## src/inc/ppg_regs.svh

```systemverilog
`ifndef PPG_REGS_SVH
`define PPG_REGS_SVH

// register byte offsets
`define PPG_OFF_CTRL 12'h000
`define PPG_OFF_POL 12'h004
`define PPG_OFF_OE 12'h008
`define PPG_OFF_ODATA 12'h00C
`define PPG_OFF_TERM 12'h010
`define PPG_OFF_CNT 12'h014
`define PPG_OFF_BDATA 12'h018
`define PPG_OFF_STAT 12'h01C
`define PPG_OFF_ERR 12'h020
`define PPG_OFF_ISTAT 12'h024
`define PPG_OFF_IMASK 12'h028

// transfer control fields
`define PPG_CTRL_START 0
`define PPG_CTRL_WORD 1
`define PPG_CTRL_TERMINATOR_BYTE_CONDITION 2
`define PPG_CTRL_COUNT 3
`define PPG_CTRL_FLUSH 4

// output enable and polarity fields
`define PPG_OE_A 0
`define PPG_OE_B 1
`define PPG_POL_A 0
`define PPG_POL_B 1
`define PPG_POL_C 2
`define PPG_POL_D 3
`define PPG_OE_VAL_A 8'h01
`define PPG_OE_VAL_B 8'h02

// status fields
`define PPG_STAT_BUSY 0
`define PPG_STAT_EMPTY 1
`define PPG_STAT_FULL 2
`define PPG_STAT_SW4 3
`define PPG_STAT_LVL_LO 8
`define PPG_STAT_LVL_HI 14

// interrupt fields
`define PPG_IRQ_DONE 0
`define PPG_IRQ_FAIL 1

// reset values and count step
`define PPG_POL_RST 8'h00
`define PPG_TERM_RST 8'h0A
`define PPG_CNT_RST 16'h0000
`define PPG_CNT_ONE 16'h0001

// error codes
`define PPG_ERR_NONE 8'h00
`define PPG_ERR_ODD 8'h71
`define PPG_ERR_OE 8'h73
`define PPG_ERR_FULL 8'h7E

// receive buffer
`define PPG_BUF_DEPTH 64
`define PPG_BUF_FULL 7'h40

`endif

```

## src/inc/ppg_pkg.sv

```systemverilog
package ppg_pkg;
    // one-hot receive transfer states
    typedef enum logic [4:0] {
        PPG_IDLE = 5'b00001,
        PPG_WAIT = 5'b00010,
        PPG_LO = 5'b00100,
        PPG_HI = 5'b01000,
        PPG_REL = 5'b10000
    } ppg_state_e;
    typedef logic [7:0] ppg_byte_t;
endpackage

```

## src/verilog/ppg_rx_buffer.sv

```systemverilog
`timescale 1ns/1ps
`include "ppg_regs.svh"
module ppg_rx_buffer
    import ppg_pkg::*;
(
    input wire logic pclk,
    input wire logic presetn,
    input wire logic push,
    input wire ppg_byte_t push_data,
    input wire logic pop,
    input wire logic flush,
    output ppg_byte_t rd_data,
    output logic [6:0] level,
    output logic full,
    output logic empty
);
    ppg_byte_t mem [0:`PPG_BUF_DEPTH-1];
    logic [5:0] wr_ptr_reg;
    logic [5:0] rd_ptr_reg;
    logic [6:0] level_reg;
    logic do_push;
    logic do_pop;

    // new bytes land behind the ones already held
    assign do_push = push & ~full;
    assign do_pop = pop & ~empty;
    assign full = (level_reg == `PPG_BUF_FULL);
    assign empty = (level_reg == 7'h00);
    assign level = level_reg;
    assign rd_data = mem[rd_ptr_reg];

    // storage array, no reset needed for data
    always_ff @(posedge pclk) begin
        if (do_push) begin
            mem[wr_ptr_reg] <= push_data;
        end
    end

    // pointers and fill level
    always_ff @(posedge pclk or negedge presetn) begin
        if (!presetn) begin
            wr_ptr_reg <= 6'h00;
            rd_ptr_reg <= 6'h00;
            level_reg <= 7'h00;
        end else if (flush) begin
            wr_ptr_reg <= 6'h00;
            rd_ptr_reg <= 6'h00;
            level_reg <= 7'h00;
        end else begin
            wr_ptr_reg <= wr_ptr_reg + 6'(do_push);
            rd_ptr_reg <= rd_ptr_reg + 6'(do_pop);
            level_reg <= level_reg + 7'(do_push) - 7'(do_pop);
        end
    end
endmodule

```

## src/verilog/ppg_irq_ctrl.sv

```systemverilog
`timescale 1ns/1ps
module ppg_irq_ctrl (
    input wire logic pclk,
    input wire logic presetn,
    input wire logic [1:0] set,
    input wire logic clr_we,
    input wire logic [1:0] clr_data,
    input wire logic mask_we,
    input wire logic [1:0] mask_data,
    output logic [1:0] status,
    output logic [1:0] mask,
    output logic irq
);
    logic [1:0] status_next;
    logic [1:0] mask_next;

    // write one to clear, a new event wins over the clear
    assign status_next = (status & ~(clr_we ? clr_data : 2'h0)) | set;
    assign mask_next = mask_we ? mask_data : mask;

    // sticky status, mask and registered level output
    always_ff @(posedge pclk or negedge presetn) begin
        if (!presetn) begin
            status <= 2'h0;
            mask <= 2'h0;
            irq <= 1'b0;
        end else begin
            status <= status_next;
            mask <= mask_next;
            irq <= |(status_next & mask_next);
        end
    end
endmodule

```

## src/verilog/ppg_top.sv

```systemverilog
// What this block does
// - drivers of ports A and B stay off until that port's enable bit is set.
// - enable bits are only set while switch 4 is on, else code 115 is posted.
// - writing 2 to the output enable register turns on port B drivers.
// - the polarity register keeps one invert bit per port in bits 3..0.
// - an invert bit of one makes every data line of that port negative-true.
// - the polarity register reads back its whole current contents.
// - a word input takes low byte from port A and high byte from port B.
// - an odd byte count through the word port is refused with code 113.
// - interrupt transfers use the ordinary polarity and port settings.
// - a transfer ends on the terminator byte or a count, never an end line.
// - with terminator 10 the transfer stops after the line-feed byte, or in word mode after the word holding it.
// - with no terminator the transfer runs until the buffer is full.
// - data is appended to the buffer and overflow posts code 126.
`timescale 1ns/1ps
`include "ppg_regs.svh"
module ppg_top
    import ppg_pkg::*;
(
    input wire logic pclk,
    input wire logic presetn,
    input wire logic psel,
    input wire logic penable,
    input wire logic pwrite,
    input wire logic [11:0] paddr,
    input wire logic [31:0] pwdata,
    output logic [31:0] prdata,
    output logic pready,
    output logic pslverr,
    input wire logic cfg_switch4,
    input wire ppg_byte_t pa_in,
    output ppg_byte_t pa_out,
    output logic pa_oe_n,
    input wire ppg_byte_t pb_in,
    output ppg_byte_t pb_out,
    output logic pb_oe_n,
    output ppg_byte_t pc_out,
    output ppg_byte_t pd_out,
    input wire logic pa_flag,
    output logic pa_ctl,
    output logic irq
);
    ppg_state_e state_reg;
    logic [1:0] oe_en_reg;
    ppg_byte_t pol_reg;
    logic [31:0] odata_reg;
    ppg_byte_t term_reg;
    logic [15:0] cnt_reg;
    logic word_reg;
    logic terminator_byte_condition_en_reg;
    logic count_en_reg;
    ppg_byte_t err_code_reg;
    ppg_byte_t cap_a_reg;
    ppg_byte_t cap_b_reg;
    logic end_reg;
    logic done_pulse_reg;
    logic fail_pulse_reg;
    ppg_byte_t fail_code_reg;
    logic [31:0] rdata_next;
    logic hit;
    logic apb_setup;
    logic apb_done;
    logic wr;
    logic rd;
    logic busy;
    logic term_any;
    logic oe_refuse;
    logic start_w;
    logic flush_w;
    logic push;
    ppg_byte_t push_data;
    logic byte_hit;
    ppg_byte_t buf_rd;
    logic [6:0] buf_level;
    logic buf_full;
    logic buf_empty;
    logic [1:0] irq_status;
    logic [1:0] irq_mask;

    // bus phase decode
    assign apb_setup = psel & ~penable;
    assign apb_done = psel & penable & pready;
    assign wr = apb_done & pwrite;
    assign rd = apb_done & ~pwrite;
    assign busy = (state_reg != PPG_IDLE);
    assign term_any = terminator_byte_condition_en_reg | count_en_reg;

    // enable write carrying a set bit with the switch off is refused
    assign oe_refuse = wr & (paddr == `PPG_OFF_OE) & ~cfg_switch4
        & (pwdata[`PPG_OE_A] | pwdata[`PPG_OE_B]);
    assign start_w = wr & (paddr == `PPG_OFF_CTRL)
        & pwdata[`PPG_CTRL_START];
    assign flush_w = wr & (paddr == `PPG_OFF_CTRL)
        & pwdata[`PPG_CTRL_FLUSH];

    // read mux and address decode, sampled in the setup cycle
    always_comb begin
        rdata_next = '0;
        hit = 1'b1;
        case (paddr)
            `PPG_OFF_CTRL: begin
                rdata_next[`PPG_CTRL_WORD] = word_reg;
                rdata_next[`PPG_CTRL_TERMINATOR_BYTE_CONDITION] = terminator_byte_condition_en_reg;
                rdata_next[`PPG_CTRL_COUNT] = count_en_reg;
            end
            `PPG_OFF_POL: rdata_next[7:0] = pol_reg;
            `PPG_OFF_OE: rdata_next[1:0] = oe_en_reg;
            `PPG_OFF_ODATA: rdata_next = odata_reg;
            `PPG_OFF_TERM: rdata_next[7:0] = term_reg;
            `PPG_OFF_CNT: rdata_next[15:0] = cnt_reg;
            `PPG_OFF_BDATA: rdata_next[7:0] = buf_rd;
            `PPG_OFF_STAT: begin
                rdata_next[`PPG_STAT_BUSY] = busy;
                rdata_next[`PPG_STAT_EMPTY] = buf_empty;
                rdata_next[`PPG_STAT_FULL] = buf_full;
                rdata_next[`PPG_STAT_SW4] = cfg_switch4;
                rdata_next[`PPG_STAT_LVL_HI:`PPG_STAT_LVL_LO] = buf_level;
            end
            `PPG_OFF_ERR: rdata_next[7:0] = err_code_reg;
            `PPG_OFF_ISTAT: rdata_next[1:0] = irq_status;
            `PPG_OFF_IMASK: rdata_next[1:0] = irq_mask;
            default: hit = 1'b0;
        endcase
    end

    // bus answer: ready one cycle after setup, data and error registered
    always_ff @(posedge pclk or negedge presetn) begin
        if (!presetn) begin
            pready <= 1'b0;
            prdata <= '0;
            pslverr <= 1'b0;
        end else begin
            pready <= apb_setup;
            if (apb_setup) begin
                prdata <= pwrite ? '0 : rdata_next;
                pslverr <= ~hit | (pwrite & (paddr == `PPG_OFF_OE)
                    & ~cfg_switch4 & (pwdata[`PPG_OE_A] | pwdata[`PPG_OE_B]));
            end
        end
    end

    // output enable register, only bits for ports A and B are kept
    always_ff @(posedge pclk or negedge presetn) begin
        if (!presetn) begin
            oe_en_reg <= 2'h0;
        end else if (wr && paddr == `PPG_OFF_OE && !oe_refuse) begin
            oe_en_reg <= pwdata[1:0];
        end
    end

    // polarity, output data and terminator byte
    always_ff @(posedge pclk or negedge presetn) begin
        if (!presetn) begin
            pol_reg <= `PPG_POL_RST;
            odata_reg <= '0;
            term_reg <= `PPG_TERM_RST;
        end else if (wr) begin
            if (paddr == `PPG_OFF_POL) begin
                pol_reg <= pwdata[7:0];
            end
            if (paddr == `PPG_OFF_ODATA) begin
                odata_reg <= pwdata;
            end
            if (paddr == `PPG_OFF_TERM) begin
                term_reg <= pwdata[7:0];
            end
        end
    end

    // transfer mode bits, frozen while a transfer runs
    always_ff @(posedge pclk or negedge presetn) begin
        if (!presetn) begin
            word_reg <= 1'b0;
            terminator_byte_condition_en_reg <= 1'b0;
            count_en_reg <= 1'b0;
        end else if (wr && paddr == `PPG_OFF_CTRL && !busy) begin
            word_reg <= pwdata[`PPG_CTRL_WORD];
            terminator_byte_condition_en_reg <= pwdata[`PPG_CTRL_TERMINATOR_BYTE_CONDITION];
            count_en_reg <= pwdata[`PPG_CTRL_COUNT];
        end
    end

    // port pins: polarity applied, drivers off unless enabled
    always_ff @(posedge pclk or negedge presetn) begin
        if (!presetn) begin
            pa_out <= '0;
            pb_out <= '0;
            pc_out <= '0;
            pd_out <= '0;
            pa_oe_n <= 1'b1;
            pb_oe_n <= 1'b1;
        end else begin
            pa_out <= odata_reg[7:0] ^ {8{pol_reg[`PPG_POL_A]}};
            pb_out <= odata_reg[15:8] ^ {8{pol_reg[`PPG_POL_B]}};
            pc_out <= odata_reg[23:16] ^ {8{pol_reg[`PPG_POL_C]}};
            pd_out <= odata_reg[31:24] ^ {8{pol_reg[`PPG_POL_D]}};
            pa_oe_n <= ~(oe_en_reg[`PPG_OE_A] & ~busy);
            pb_oe_n <= ~(oe_en_reg[`PPG_OE_B] & ~(busy & word_reg));
        end
    end

    // byte pushed this cycle and its terminator test
    assign push = ((state_reg == PPG_LO) | (state_reg == PPG_HI))
        & ~buf_full;
    assign push_data = (state_reg == PPG_HI) ? cap_b_reg : cap_a_reg;
    assign byte_hit = (terminator_byte_condition_en_reg & (push_data == term_reg))
        | (count_en_reg & (cnt_reg == `PPG_CNT_ONE));

    // receive sequencer: handshake on port A lines, pairing, termination
    always_ff @(posedge pclk or negedge presetn) begin
        if (!presetn) begin
            state_reg <= PPG_IDLE;
            cnt_reg <= `PPG_CNT_RST;
            pa_ctl <= 1'b0;
            cap_a_reg <= '0;
            cap_b_reg <= '0;
            end_reg <= 1'b0;
            done_pulse_reg <= 1'b0;
            fail_pulse_reg <= 1'b0;
            fail_code_reg <= `PPG_ERR_NONE;
        end else begin
            done_pulse_reg <= 1'b0;
            fail_pulse_reg <= 1'b0;
            case (state_reg)
                PPG_IDLE: begin
                    pa_ctl <= 1'b0;
                    end_reg <= 1'b0;
                    if (wr && paddr == `PPG_OFF_CNT) begin
                        cnt_reg <= pwdata[15:0];
                    end
                    if (start_w) begin
                        if (pwdata[`PPG_CTRL_WORD] && pwdata[`PPG_CTRL_COUNT]
                            && cnt_reg[0]) begin
                            fail_pulse_reg <= 1'b1;
                            fail_code_reg <= `PPG_ERR_ODD;
                        end else if (buf_full && (pwdata[`PPG_CTRL_TERMINATOR_BYTE_CONDITION]
                            || pwdata[`PPG_CTRL_COUNT])) begin
                            fail_pulse_reg <= 1'b1;
                            fail_code_reg <= `PPG_ERR_FULL;
                        end else if (buf_full || (pwdata[`PPG_CTRL_COUNT]
                            && cnt_reg == `PPG_CNT_RST)) begin
                            done_pulse_reg <= 1'b1;
                        end else begin
                            state_reg <= PPG_WAIT;
                            pa_ctl <= 1'b1;
                        end
                    end
                end
                PPG_WAIT: begin
                    if (pa_flag) begin
                        cap_a_reg <= pa_in ^ {8{pol_reg[`PPG_POL_A]}};
                        cap_b_reg <= pb_in ^ {8{pol_reg[`PPG_POL_B]}};
                        pa_ctl <= 1'b0;
                        state_reg <= PPG_LO;
                    end
                end
                PPG_LO, PPG_HI: begin
                    if (buf_full) begin
                        state_reg <= PPG_IDLE;
                        if (term_any) begin
                            fail_pulse_reg <= 1'b1;
                            fail_code_reg <= `PPG_ERR_FULL;
                        end else begin
                            done_pulse_reg <= 1'b1;
                        end
                    end else begin
                        if (count_en_reg) begin
                            cnt_reg <= cnt_reg - `PPG_CNT_ONE;
                        end
                        end_reg <= end_reg | byte_hit;
                        if (state_reg == PPG_LO && word_reg) begin
                            state_reg <= PPG_HI;
                        end else begin
                            state_reg <= PPG_REL;
                        end
                    end
                end
                PPG_REL: begin
                    if (!pa_flag) begin
                        if (end_reg || (!term_any && buf_full)) begin
                            done_pulse_reg <= 1'b1;
                            state_reg <= PPG_IDLE;
                        end else begin
                            pa_ctl <= 1'b1;
                            state_reg <= PPG_WAIT;
                        end
                    end
                end
                default: begin
                    state_reg <= PPG_IDLE;
                    pa_ctl <= 1'b0;
                end
            endcase
        end
    end

    // last error code, refused enable write takes priority
    always_ff @(posedge pclk or negedge presetn) begin
        if (!presetn) begin
            err_code_reg <= `PPG_ERR_NONE;
        end else if (oe_refuse) begin
            err_code_reg <= `PPG_ERR_OE;
        end else if (fail_pulse_reg) begin
            err_code_reg <= fail_code_reg;
        end
    end

    ppg_rx_buffer u_buf (
        .pclk(pclk),
        .presetn(presetn),
        .push(push),
        .push_data(push_data),
        .pop(rd && paddr == `PPG_OFF_BDATA),
        .flush(flush_w),
        .rd_data(buf_rd),
        .level(buf_level),
        .full(buf_full),
        .empty(buf_empty)
    );

    ppg_irq_ctrl u_irq (
        .pclk(pclk),
        .presetn(presetn),
        .set({fail_pulse_reg | oe_refuse, done_pulse_reg}),
        .clr_we(wr && paddr == `PPG_OFF_ISTAT),
        .clr_data(pwdata[1:0]),
        .mask_we(wr && paddr == `PPG_OFF_IMASK),
        .mask_data(pwdata[1:0]),
        .status(irq_status),
        .mask(irq_mask),
        .irq(irq)
    );
endmodule

```

## config.mk

```make
export PLATFORM = sky130hd
export DESIGN_NAME = ppg_top
export DESIGN_NICKNAME = d
export VERILOG_FILES = /design/src/inc/ppg_pkg.sv /design/src/verilog/ppg_rx_buffer.sv /design/src/verilog/ppg_irq_ctrl.sv /design/src/verilog/ppg_top.sv
export VERILOG_INCLUDE_DIRS = /design/src /design/src/inc
export SDC_FILE = /design/constraint.sdc
export NUM_CORES = 1
export LEC_CHECK = 0
export BUFFER_PORTS_ARGS = -buffer_cell sky130_fd_sc_hd__buf_2
export CORE_MARGIN = 10
export CORE_UTILIZATION = 40
export CTS_CLUSTER_DIAMETER = 50
export CTS_CLUSTER_SIZE = 12
export DETAILED_ROUTE_END_ITERATION = 8
export GPL_TIMING_DRIVEN = 0
export PLACE_DENSITY = 0.53
export SYNTH_ARGS = -nofsm -noshare
export SYNTH_HDL_FRONTEND = slang
export SYNTH_SLANG_ARGS = --single-unit
export TNS_END_PERCENT = 5
```

## constraint.sdc

```tcl
create_clock -name pclk -period 3.3 [get_ports pclk]
set_input_delay 0.66 -clock pclk [delete_from_list [all_inputs] [get_ports pclk]]
set_output_delay 0.66 -clock pclk [all_outputs]
set_load 0.01 [all_outputs]
```

==> flow_results.xml <==
<?xml version="1.0" encoding="UTF-8"?>
<metrics>
  <group name="sta">
    <metric name="rsz_0062_raised_after_global_routing" unit="">true</metric>
    <metric name="clock.fmax" unit="GHz">0.279</metric>
    <metric name="report.final.slew_viol_count" unit="">0</metric>
    <metric name="max-slew-margin-rel" unit="%">27.6</metric>
    <metric name="finClkSkew" unit="ps">25.5</metric>
    <metric name="hold_violations" unit="">0</metric>
    <metric name="setup_total_negative_slack" unit="ps">-1120</metric>
    <metric name="holdWs" unit="ps">88.8</metric>
    <metric name="post-route-min-period" unit="ps">3580</metric>
    <metric name="final.period_utilization" unit="%">108</metric>
    <metric name="setup_ws" unit="ps">-279</metric>
    <metric name="final-setup-viol-count" unit="">40</metric>
    <metric name="timing_worst_slew_pin_value" unit="ps">1080</metric>
  </group>
  <group name="clock_network">
    <metric name="tritoncts" unit="">built</metric>
    <metric name="clock_latency_reported_for_the_late_side_of_the_worst_skew_pair" unit="ps">630</metric>
    <metric name="cts-root-buf" unit="">sky130_fd_sc_hd__clkbuf_16</metric>
    <metric name="tritoncts.num_buffers" unit="">83</metric>
    <metric name="number_of_sinks_on_the_clock_net" unit="">705</metric>
    <metric name="ctsHtreeMaxLevel" unit="">3</metric>
    <metric name="clockBufferDepth" unit="">3</metric>
    <metric name="cts.reportedPaths.clkPinSlew" unit="ps">60</metric>
  </group>
  <group name="drt">
    <metric name="routed-via-count" unit="">17100</metric>
    <metric name="drt.antenna.violating_nets" unit="">0</metric>
    <metric name="drtIter0Drc" unit="">1572</metric>
    <metric name="routedWlPerCell" unit="µm">28.5</metric>
    <metric name="wl" unit="µm">84300</metric>
    <metric name="detail_route.first_pass.iterations" unit="">7</metric>
    <metric name="drt_drc_violations_left" unit="">0</metric>
    <metric name="viasPerCell" unit="">5.80</metric>
  </group>
  <group name="global_route">
    <metric name="track_usage" unit="%">19.7</metric>
    <metric name="grt_remaining_overflow" unit="">0</metric>
    <metric name="global_route_wire_length_before_repair" unit="µm">123000</metric>
    <metric name="grt_start_max_net_pins" unit="">103</metric>
    <metric name="grt_pass1_vias" unit="">17400</metric>
    <metric name="number_of_antenna_violations_at_the_first_check_in_global_routing" unit="">0</metric>
  </group>
  <group name="pwr">
    <metric name="power_frac_comb" unit="%">2.2</metric>
    <metric name="power_switching" unit="µW">3900</metric>
    <metric name="internal-power" unit="µW">14600</metric>
    <metric name="power_leakage" unit="µW">0.0109</metric>
    <metric name="switching_share" unit="%">21.0</metric>
    <metric name="max-vdd-ir-drop" unit="mV">0.394</metric>
    <metric name="power_frac_seq" unit="%">51.1</metric>
    <metric name="p_clk_share" unit="%">46.6</metric>
    <metric name="power-per-cell-area" unit="nW/µm²">546</metric>
    <metric name="fin_total_pwr" unit="µW">18500</metric>
  </group>
  <group name="placed_design">
    <metric name="dpl_cell_area" unit="µm²">31100</metric>
    <metric name="io_buffer_count" unit="">133</metric>
    <metric name="gp_congestion" unit="">0.893</metric>
    <metric name="dp_hpwl" unit="µm">56100</metric>
  </group>
  <group name="run_status">
    <metric name="failed_checks" unit="">negative setup slack</metric>
    <metric name="run_status" unit="">finished, violations left</metric>
  </group>
  <group name="cells_and_area">
    <metric name="multi_input_area" unit="µm²">8670</metric>
    <metric name="layout.area.seq" unit="µm²">20200</metric>
    <metric name="layout.nets" unit="">2041</metric>
    <metric name="layout-drive-gt1-share" unit="%">30.1</metric>
    <metric name="flow.area_growth_from_synthesis" unit="%">16.4</metric>
    <metric name="antenna_cells" unit="">0</metric>
    <metric name="post_route_standard_cell_area_excluding_fillers" unit="µm²">34000</metric>
    <metric name="fillCellCount" unit="">6251</metric>
    <metric name="largest_reg_flops" unit="">512</metric>
  </group>
  <group name="worst_hold_path">
    <metric name="holdCritPathClass" unit="">input port to asynchronous set/reset pin</metric>
  </group>
  <group name="worst_setup_path">
    <metric name="critPathKind" unit="">flip-flop to flip-flop</metric>
    <metric name="critical_path.endpoint_type" unit="">flip-flop</metric>
    <metric name="worstReg2RegEnd" unit="">u_buf.level[6]$_DFF_PN0_</metric>
    <metric name="cp_max_fo" unit="">4</metric>
    <metric name="cp-start-kind" unit="">flip-flop</metric>
    <metric name="arrival" unit="ps">4070</metric>
    <metric name="required" unit="ps">3790</metric>
    <metric name="worst_path_largest_cell_delay" unit="ps">610</metric>
    <metric name="worst_path_cell_with_the_longest_stage_delay" unit="">sky130_fd_sc_hd__nor4_4</metric>
    <metric name="r2r_setup_slack" unit="ps">-280</metric>
    <metric name="crit_start" unit="">u_buf.level[2]$_DFF_PN0_</metric>
    <metric name="regToRegStartpoint" unit="">u_buf.level[2]$_DFF_PN0_</metric>
    <metric name="crit_path_cell_trace" unit="">inv_1, ha_1, nor4bb_2, nor2b_2, nor4_4, xor2_1, ha_1, inv_1, fa_1, nand2b_1, a21oi_2, o21ai_0, a21oi_1, or3_1, a21oi_1</metric>
    <metric name="worstRegToRegCells" unit="">15</metric>
    <metric name="setup.worst_path.end" unit="">u_buf.level[6]$_DFF_PN0_</metric>
  </group>
  <group name="die">
    <metric name="die_y" unit="µm">290</metric>
    <metric name="start_util" unit="%">40.6</metric>
    <metric name="core" unit="µm²">71900</metric>
    <metric name="ioPinCount" unit="">137</metric>
    <metric name="die_area" unit="µm²">84100</metric>
    <metric name="die-width" unit="µm">290</metric>
    <metric name="num_rows" unit="">98</metric>
  </group>
  <group name="synthesis">
    <metric name="most_numerous_cell_in_the_yosys_netlist" unit="">sky130_fd_sc_hd__edfxtp_1</metric>
    <metric name="synthTopCellsByCount" unit="">512 x sky130_fd_sc_hd__edfxtp_1, 188 x sky130_fd_sc_hd__dfrtp_1, 136 x sky130_fd_sc_hd__mux4_2</metric>
    <metric name="seq_area_frac_synth" unit="%">69.3</metric>
    <metric name="syn-mean-instance-area" unit="µm²">16.8</metric>
    <metric name="synth_top_area_share" unit="%">52.7</metric>
    <metric name="yosys_register_bits" unit="">705</metric>
    <metric name="yosys_warnings" unit="">0</metric>
    <metric name="yosys.cell_types.count" unit="">83</metric>
    <metric name="syn-instance-count" unit="">1733</metric>
    <metric name="postSynthNetCount" unit="">1815</metric>
    <metric name="synth-edff-count" unit="">512</metric>
    <metric name="synth_top_cell_by_area" unit="">sky130_fd_sc_hd__edfxtp_1</metric>
    <metric name="synth_async_sr_flop_share" unit="%">27.4</metric>
    <metric name="most_area_consuming_cells_after_synthesis" unit="">sky130_fd_sc_hd__edfxtp_1 53%, sky130_fd_sc_hd__dfrtp_1 16%, sky130_fd_sc_hd__mux4_2 11%</metric>
    <metric name="post_synth_instance_area" unit="µm²">29200</metric>
    <metric name="synth-main-ff-cell" unit="">sky130_fd_sc_hd__edfxtp_1</metric>
  </group>
  <group name="job">
    <metric name="max_cap_violations" unit="">0</metric>
  </group>
</metrics>
[worst min-delay path by stage]
stage	startpoint	end	slack [ps]
finish	presetn	pb_out[4]$_DFF_PN0_	90
global route	presetn	prdata[11]$_DFFE_PN0P_	140
CTS	presetn	pb_out[4]$_DFF_PN0_	120
detailed placement	cap_a_reg[5]$_DFFE_PN0P_	cap_a_reg[5]$_DFFE_PN0P_	470
global placement	fail_code_reg[5]$_DFFE_PN0P_	fail_code_reg[5]$_DFFE_PN0P_	460
floorplan	presetn	cap_a_reg[0]$_DFFE_PN0P_	360
[cells in the final DEF, fill, tap and decap left out, types with 8 or more instances in the layout]
master and n:
sky130_fd_sc_hd__clkinv_2 8, sky130_fd_sc_hd__inv_1 20, sky130_fd_sc_hd__mux2_4 8, sky130_fd_sc_hd__buf_6 13, sky130_fd_sc_hd__nand3_1 24, sky130_fd_sc_hd__mux2i_1 19
sky130_fd_sc_hd__nand2_1 71, sky130_fd_sc_hd__xnor2_1 31, sky130_fd_sc_hd__buf_2 146, sky130_fd_sc_hd__nand2b_1 13, sky130_fd_sc_hd__mux4_2 136, sky130_fd_sc_hd__buf_4 14
sky130_fd_sc_hd__nand4_1 12, sky130_fd_sc_hd__dfrtp_1 188, sky130_fd_sc_hd__a21oi_1 36, sky130_fd_sc_hd__o21ai_0 48, sky130_fd_sc_hd__mux2_2 54, sky130_fd_sc_hd__and2_1 12
sky130_fd_sc_hd__buf_1 8, sky130_fd_sc_hd__a31oi_1 13, sky130_fd_sc_hd__nand3b_1 10, sky130_fd_sc_hd__nor2_2 64, sky130_fd_sc_hd__clkbuf_16 84, sky130_fd_sc_hd__inv_6 11
sky130_fd_sc_hd__a22o_1 27, sky130_fd_sc_hd__o21ai_1 8, sky130_fd_sc_hd__edfxtp_1 512, sky130_fd_sc_hd__nor3_1 17, sky130_fd_sc_hd__nor4_1 8, sky130_fd_sc_hd__clkinv_1 9
sky130_fd_sc_hd__a22oi_1 35, sky130_fd_sc_hd__xor2_1 40, sky130_fd_sc_hd__ha_1 14, sky130_fd_sc_hd__nor2_1 59, sky130_fd_sc_hd__clkbuf_1 52, sky130_fd_sc_hd__nor2b_1 16
[power by group through the flow]
| stage | sequential [µW] | combinational (µW) | clock (µW) |
|---|---|---|---|
| after global routing | 9480 | 472 | 9160 |
| after detailed placement | 9660 | 411 | 0 |
| after CTS | 9480 | 415 | 8810 |
| after floorplan | 9640 | 236 | 0 |
| after global placement | 9660 | 400 | 0 |
| final | 9480 | 416 | 8650 |
[worst max-delay path, delay by kind of cell (launching register included)]
family / cells / cell delay (ps)
AOI/OAI and AO/OA: 4 / 530
xor gates and xnor gates: 1 / 200
adders and majority gates: 3 / 820
buffers and inverters: 2 / 170
DFF: 1 / 410
and+or+nand+nor: 5 / 1330
[timing repair]
action,in CTS,in global routing
gates resized for setup,73,26
buffers inserted,2,4
hold buffers,0,0
endpoints found under the setup margin,523,498
pin swaps,3,3
[per-stage QoR]
stage	setup WS (ps)	cells	utilization, %
2_1_floorplan	20.1	1733	-
3_3_place_gp	-1650	2816	43.2
3_5_place_dp	-1010	2818	43.3
4_1_cts	-786	2953	47.1
5_1_grt	-498	2957	47.3
6_report	-279	2957	47.3
[logic make-up (layout without fill, tap and decap cells)]
kind of cell | after synthesis | after routing | synth area share [%]
XOR/XNOR | 71 | 71 | 2.13
multiplexers | 223 | 223 | 13.8
buffers and inverters | 117 | 391 | 1.97
AND/OR/NAND/NOR | 362 | 362 | 6.46
AO/OA/AOI/OAI | 240 | 240 | 5.70
adder cells (fa/ha/maj) | 15 | 15 | 0.669
flip-flops | 705 | 705 | 69.3
[layout make-up]
type / count / share of cell area [%]
sequential: 705 / 59.5
multi-input combinational: 911 / 25.5
clock buffer: 92 / 6.28
tap: 950 / 3.50
timing repair buffer: 141 / 2.24
buffer: 96 / 1.56
clock inverter: 41 / 1.16
inverter: 21 / 0.236
[per-layer routing]
metal  global-route usage (%)  vias up  routed length (µm)
li1                         -     7283                   -
met5                        0        -                   0
met3                     3.73      169                5620
met4                     6.70        0                3030
met1                     27.0     8961               35800
met2                     31.3      728               39800
Note: power is estimated with default switching activity, not from simulation.
